--- src/inc/hpc_pkg.sv ---
// Package: register map, field layout and reset values of the host port configuration bank
// Contract
// - Reserved upper bits read as zero here; software writes only zeros there.
// - Bit 4 clear means host gives word addresses, set means byte addresses.
// - With separate mode off, bit 3 picks 16-bit or 32-bit multiplexed data.
// - Bit 2 clear is multiplexed address/data; set is separate address, 32-bit data.
// - Separate mode stops the memory interface driving the shared upper data pins.
// - Multiplexed page mode: host gives low 16 bits, page bytes give the rest.
// - Bit 0 enables the port; all fields reset to zero, port disabled.
// - In separate or page mode, the top page byte supplies address bits 31:24.
// - In those modes, the second page byte supplies address bits 23:16.
// - Separate mode reaches one 64K-byte page chosen only by the page bytes.
package hpc_pkg;
    localparam logic [31:0] HPC_OFS_CONFIG = 32'h40000008;
    localparam logic [31:0] HPC_OFS_TOP_BYTE = 32'h4000000C;
    localparam logic [31:0] HPC_OFS_SECOND_BYTE = 32'h40000010;
    localparam int HPC_BIT_ENABLE = 0;
    localparam int HPC_BIT_PAGE = 1;
    localparam int HPC_BIT_SEPARATE = 2;
    localparam int HPC_BIT_FULL = 3;
    localparam int HPC_BIT_BYTE_ADDR = 4;
    localparam int HPC_CFG_WIDTH = 5;
    localparam int HPC_PAGE_WIDTH = 8;
    localparam logic [4:0] HPC_CFG_RESET = 5'h00;
    localparam logic [7:0] HPC_PAGE_RESET = 8'h00;
    localparam int HPC_HOST_LOW_WIDTH = 16;
    localparam int HPC_DATA_HALF = 16;
    localparam int HPC_DATA_FULL = 32;
endpackage : hpc_pkg

--- src/hw/hpc_addr_former.sv ---
// Address former: builds the internal address used for host accesses
`timescale 1ns/100ps
module hpc_addr_former (
    input wire logic separate_address_mode,
    input wire logic page_mode_sel,
    input wire logic byte_addressing_sel,
    input wire logic [7:0] page_top_byte,
    input wire logic [7:0] page_second_byte,
    input wire logic [31:0] host_address_pointer,
    output logic [31:0] eff_addr,
    output logic override_active
);
    // Page override applies in separate mode, or in multiplexed mode with paging
    assign override_active = separate_address_mode | page_mode_sel;

    // Word addresses are scaled to bytes; byte addresses pass unchanged
    logic [31:0] host_byte_addr;
    assign host_byte_addr = byte_addressing_sel ? host_address_pointer
                                                : {host_address_pointer[29:0], 2'b00};

    // Override keeps only the host's low 16 bits under the chosen page
    assign eff_addr = override_active ? {page_top_byte, page_second_byte, host_byte_addr[15:0]}
                                      : host_byte_addr;
endmodule : hpc_addr_former

--- src/hw/hpc_config_regs.sv ---
// Host port configuration register bank with APB slave and address former
//
// Local design decision: the APB register port.
`timescale 1ns/100ps
module hpc_config_regs (
    input wire logic pclk,
    input wire logic presetn,
    input wire logic psel,
    input wire logic penable,
    input wire logic pwrite,
    input wire logic [31:0] paddr,
    input wire logic [31:0] pwdata,
    input wire logic [3:0] pstrb,
    output logic [31:0] prdata,
    output logic pready,
    output logic pslverr,
    input wire logic [31:0] host_address_pointer,
    output logic [31:0] host_eff_addr,
    output logic host_port_enable,
    output logic byte_addressing_sel,
    output logic separate_address_mode,
    output logic page_mode_sel,
    output logic full_width_sel,
    output logic [5:0] host_data_width,
    output logic page_override,
    output logic shared_pins_drive_allow
);
    logic [4:0] host_port_config_r;
    logic [7:0] host_page_top_byte_r;
    logic [7:0] host_page_second_byte_r;
    logic [31:0] prdata_r;
    logic pslverr_r;
    logic [31:0] eff_addr;
    logic override_active;
    logic wr_en;
    logic rd_en;
    logic hit_cfg;
    logic hit_top;
    logic hit_second;

    // Address decode; one aligned word per register
    assign hit_cfg = (paddr == hpc_pkg::HPC_OFS_CONFIG);
    assign hit_top = (paddr == hpc_pkg::HPC_OFS_TOP_BYTE);
    assign hit_second = (paddr == hpc_pkg::HPC_OFS_SECOND_BYTE);
    assign wr_en = psel & penable & pwrite;
    assign rd_en = psel & penable & ~pwrite;
    // Zero wait states keeps the CPU's configuration writes short
    assign pready = 1'b1;

    // Configuration register; all fields clear so the port starts disabled
    always_ff @(posedge pclk or negedge presetn) begin
        if (!presetn) begin
            host_port_config_r <= hpc_pkg::HPC_CFG_RESET;
        end else if (wr_en && hit_cfg && pstrb[0]) begin
            host_port_config_r <= pwdata[4:0];
        end
    end

    // Page byte registers
    always_ff @(posedge pclk or negedge presetn) begin
        if (!presetn) begin
            host_page_top_byte_r <= hpc_pkg::HPC_PAGE_RESET;
            host_page_second_byte_r <= hpc_pkg::HPC_PAGE_RESET;
        end else if (wr_en && pstrb[0]) begin
            if (hit_top) begin
                host_page_top_byte_r <= pwdata[7:0];
            end
            if (hit_second) begin
                host_page_second_byte_r <= pwdata[7:0];
            end
        end
    end

    // Read data and error; reserved bits read zero, unmapped answers with an error
    always_ff @(posedge pclk or negedge presetn) begin
        if (!presetn) begin
            prdata_r <= 32'h00000000;
            pslverr_r <= 1'b0;
        end else if (psel && !penable) begin
            pslverr_r <= ~(hit_cfg | hit_top | hit_second);
            if (!pwrite && hit_cfg) begin
                prdata_r <= {27'h0000000, host_port_config_r};
            end else if (!pwrite && hit_top) begin
                prdata_r <= {24'h000000, host_page_top_byte_r};
            end else if (!pwrite && hit_second) begin
                prdata_r <= {24'h000000, host_page_second_byte_r};
            end else begin
                prdata_r <= 32'h00000000;
            end
        end
    end
    assign prdata = rd_en ? prdata_r : 32'h00000000;
    assign pslverr = psel & penable & pslverr_r;

    // Mode outputs decoded from the configuration fields
    assign host_port_enable = host_port_config_r[hpc_pkg::HPC_BIT_ENABLE];
    assign byte_addressing_sel = host_port_config_r[hpc_pkg::HPC_BIT_BYTE_ADDR];
    assign separate_address_mode = host_port_config_r[hpc_pkg::HPC_BIT_SEPARATE];
    assign page_mode_sel = host_port_config_r[hpc_pkg::HPC_BIT_PAGE] & ~separate_address_mode;
    assign full_width_sel = separate_address_mode | host_port_config_r[hpc_pkg::HPC_BIT_FULL];
    assign host_data_width = full_width_sel ? 6'(hpc_pkg::HPC_DATA_FULL)
                                            : 6'(hpc_pkg::HPC_DATA_HALF);
    // Shared pins become host address inputs in separate mode, enabled or not
    assign shared_pins_drive_allow = ~separate_address_mode;

    hpc_addr_former u_addr (
        .separate_address_mode(separate_address_mode),
        .page_mode_sel(page_mode_sel),
        .byte_addressing_sel(byte_addressing_sel),
        .page_top_byte(host_page_top_byte_r),
        .page_second_byte(host_page_second_byte_r),
        .host_address_pointer(host_address_pointer),
        .eff_addr(eff_addr),
        .override_active(override_active)
    );
    assign host_eff_addr = eff_addr;
    assign page_override = override_active;
endmodule : hpc_config_regs

--- config.mk ---
export PLATFORM = sky130hd
export DESIGN_NAME = hpc_config_regs
export DESIGN_NICKNAME = d
export VERILOG_FILES = /design/src/inc/hpc_pkg.sv /design/src/hw/hpc_addr_former.sv /design/src/hw/hpc_config_regs.sv
export SDC_FILE = /design/constraint.sdc
export NUM_CORES = 1
export LEC_CHECK = 0
export BUFFER_PORTS_ARGS = -buffer_cell sky130_fd_sc_hd__clkbuf_2
export CAP_MARGIN = 0
export CORE_MARGIN = 5
export CORE_UTILIZATION = 37
export CTS_BUF_LIST = sky130_fd_sc_hd__clkbuf_8
export CTS_CLUSTER_DIAMETER = 100
export DETAILED_ROUTE_END_ITERATION = 8
export PLACE_DENSITY = 0.9
export SETUP_SLACK_MARGIN = 0.2
export SYNTH_ARGS = -nofsm -noshare
export SYNTH_HDL_FRONTEND = slang
export SYNTH_SLANG_ARGS = --single-unit
--- constraint.sdc ---
create_clock -name pclk -period 1.5 [get_ports pclk]
set_input_delay 0.15 -clock pclk [delete_from_list [all_inputs] [get_ports pclk]]
set_output_delay 0.15 -clock pclk [all_outputs]
set_load 0.1 [all_outputs]
==> results.md <==
- Diode count: 0
- Worst Skew: 1.34 ps
- Clock sinks: 30
- Synth area leaders: dfrtp_1 (33%), mux2_2 (16%), buf_4 (9.9%)
- Failing checks: negative setup slack
- Die width: between 80 and 90 um
- Synth top area share: 32.9%
- Leakage Power: approximately 2.2 nW
- Mapped Cells: 239
- Worst-path cell chain: or2_4 -> buf_12 -> o21ai_4 -> buf_12
- Post-synth EDFFs: 0
- Crit path DAT: 1630 ps
- CTS root buf: clkbuf_8
- Post-route cell area: 0.00475 sq mm
- Post-synthesis cell type count: 32
- Reg2Reg Capture Point: prdata_r[2]
- Worst EP required: 1350 ps
- Via count: 2451
- Kind of critical path: register to output pin
- Antenna-violating nets left: 0
- # setup viols final: 37
- Ys async rst share: 100%
- Dominant cell type by area after synthesis: dfrtp_1
- Pwr Density: roughly 590 mW/mm^2
- Initial Util: roughly two fifths
- Clock Pin Slew Worst Setup and Hold Paths: about 60 ps
- Wire length per cell: 20.9 um
- Crit Path Max Fanout: 6
- Core area: 0.00596 sq mm
- Syn avg cell area: 9.54 sq um
- Sequential fraction of the synthesis area: 32.9%
- Crit end category: output pin
- Worst min path class: primary input to register
- Longest Clk Path Bufs: 2
- FMAX: 562 MHz
- Period Utilization, post-route: 119%
- RePlAce Congestion: 0.804
- Vias in the first global route: 2671
- Sequential cell area: 761 sq um
- Port bufs: 127
- Max stage delay cell, worst path: dfrtp_4
- DR vias/cell: around 5.2
- Setup crit start kind: register
- Worst Setup EP: host_eff_addr[18]
- Rows: 28
- R2r worst-path depth: 6
- Grt total ovfl: 0
- Outcome: complete, but fails checks
- Largest net degree at the start of global routing: 31
- Setup crit start: host_port_config_r[2]
- Synthesis Warnings: 0
- Least-Margin Pin Slew: approximately 750 ps
- Post-Syn Area: roughly 0.0023 sq mm
- Launch point of the worst reg-to-reg path: host_port_config_r[2]
- WL final: 9.89 mm
- CTS buffer count: 5
- Main flop type after synthesis: dfrtp_1
- DP Area: approximately 0.0042 sq mm
- Nets: 502
- Die area: a little under 0.008 sq mm
- GRT Total Usage: between 20% and 30%
- 1st-iter DRT viols: 135
- Hpwl dp: 7.11 mm
- Seq cells post-synth: 30
- CP peak stage delay: 500 ps
- Worst reg2reg setup slack: 90 ps
- Antenna violations before repair: 0
- CTS tree: done
- # fillers: 303
- Multi-input combinational cell area: 0.00192 sq mm
- Final Total Pwr: roughly 2.8 mW
- Share of cells above drive strength 1: 70.1%
- Unrepaired setup endpoints after global routing: true
- Initial DRT Pass Iterations: 4
- H-tree Lvls: 2
- First-pass GRT wire length: between 10 and 15 mm
- Die Span Y: 88.5 um
- Most frequent CP cell: buf_12
- Clk_lat worst skew: 300 ps
- Peak VDD IR: a little over 0.5 mV
- Io pins: 184
- Drt drc: 0
- Synth-to-Final Area Change: 108%
- Final critical-path setup slack: -278 ps
- Top-count cell post-synth: mux2_2
- Fin. Hold Viols: 0
- Slew HR: between 40 and 50%
- Final Max Tran Viols: 0
- Commonest cells post-synth: mux2_2 (33), buf_4 (30), dfrtp_1 (30)
- Post-layout min period: between 1500 and 2000 ps
- Max_cap viols: 0
[kinds of logic (layout without fill, tap and decap cells)]
group | Yosys count | count (layout) | synth area share [%]
flops | 30 | 30 | 32.9
mux | 56 | 56 | 26.5
compound gates | 33 | 33 | 8.73
other cells | 2 | 29 | 0.329
buf+inv | 46 | 175 | 12.6
simple gates | 72 | 75 | 18.9
[timing repair]
| action | 4_1_cts | 5_1_grt |
|---|---|---|
| pin swaps | 14 | 5 |
| endpoints found under the setup margin | 68 | 78 |
| endpoints found under the hold margin | 30 | 0 |
| gates resized for setup | 35 | 24 |
| hold buffers | 1 | 0 |
| setup buffers | 6 | 5 |
| gates cloned | 5 | 0 |
[metal layers]
layer / track usage (%) / up-vias / part of all wire [%]
met5: 0 / - / 0
met4: 7.55 / 0 / 2.4
met3: 6.70 / 20 / 6.6
met2: 46.0 / 114 / 57
met1: 28.1 / 1213 / 34
li1: - / 1104 / -
[registers in the layout, indices dropped and copies added (netlist names)]
register,cells
host_page_second_byte_r,8
host_page_top_byte_r,8
pslverr_r,1
prdata_r,8
host_port_config_r,5
[power breakdown]
group	total (mW)	switching (mW)	internal (mW)
registers	0.814	0.00156	0.812
clock network	0.783	0.321	0.463
logic	1.21	0.863	0.344
total	2.80	1.19	1.62
[how the worst min path moves through the flow]
stage	slack [ps]	cells after the start	startpoint	to
final	110	2	pwdata[5]	host_page_top_byte_r[5]
after global placement	210	1	presetn	pslverr_r
after global routing	100	2	pwdata[7]	host_page_top_byte_r[7]
after detailed placement	230	1	presetn	pslverr_r
after floorplan	-150	0	presetn	host_page_second_byte_r[0]
after CTS	110	2	pwdata[6]	host_page_top_byte_r[6]
[layout by cell type, fill, tap and decap left out, types with 2 or more instances in the layout]
cell type and n:
dfrtp_4 2, nor2_1 9, o21ai_4 16, buf_4 16
conb_1 29, clkbuf_2 73, mux2_4 34, or2_4 5
nand2_2 3, o41ai_2 5, buf_12 53, and2_4 2
o31ai_2 2, dfrtp_2 2, nor4_4 7, nand4_4 2
mux2i_1 14, a21oi_1 3, nor4b_4 2, clkbuf_8 9
a22oi_1 3, nand2b_1 2, a21oi_2 2, buf_6 13
buf_16 2, and2_2 8, dfrtp_1 26, mux2i_2 7
buf_8 3, nand2_1 26
[through the flow]
step	util, %	setup WS, ps	hold slack, ps	instances	setup TNS (ps)
finish	79.7	-278	108	473	-8460
global route	79.7	-307	101	473	-9720
CTS	77.7	-278	107	468	-8260
detailed placement	71.2	-283	227	448	-6700
global placement	71.2	-236	208	448	-5230
floorplan	-	-442	-146	266	-12380
[cell type report]
cell class	count	share of cell area [%]
inverter	3	0.369
sequential	30	16.0
tap	75	1.98
timing repair buffer	164	38.9
multi-input combinational	193	40.4
clock buffer	8	2.32
[worst max-delay path: cells and delay by family (launching register included)]
family	cells	cell delay (ps)
flops	1	500
buf+inv	2	360
simple gates	1	310
compound gates	1	160
Power figures use the tool's default switching activity.
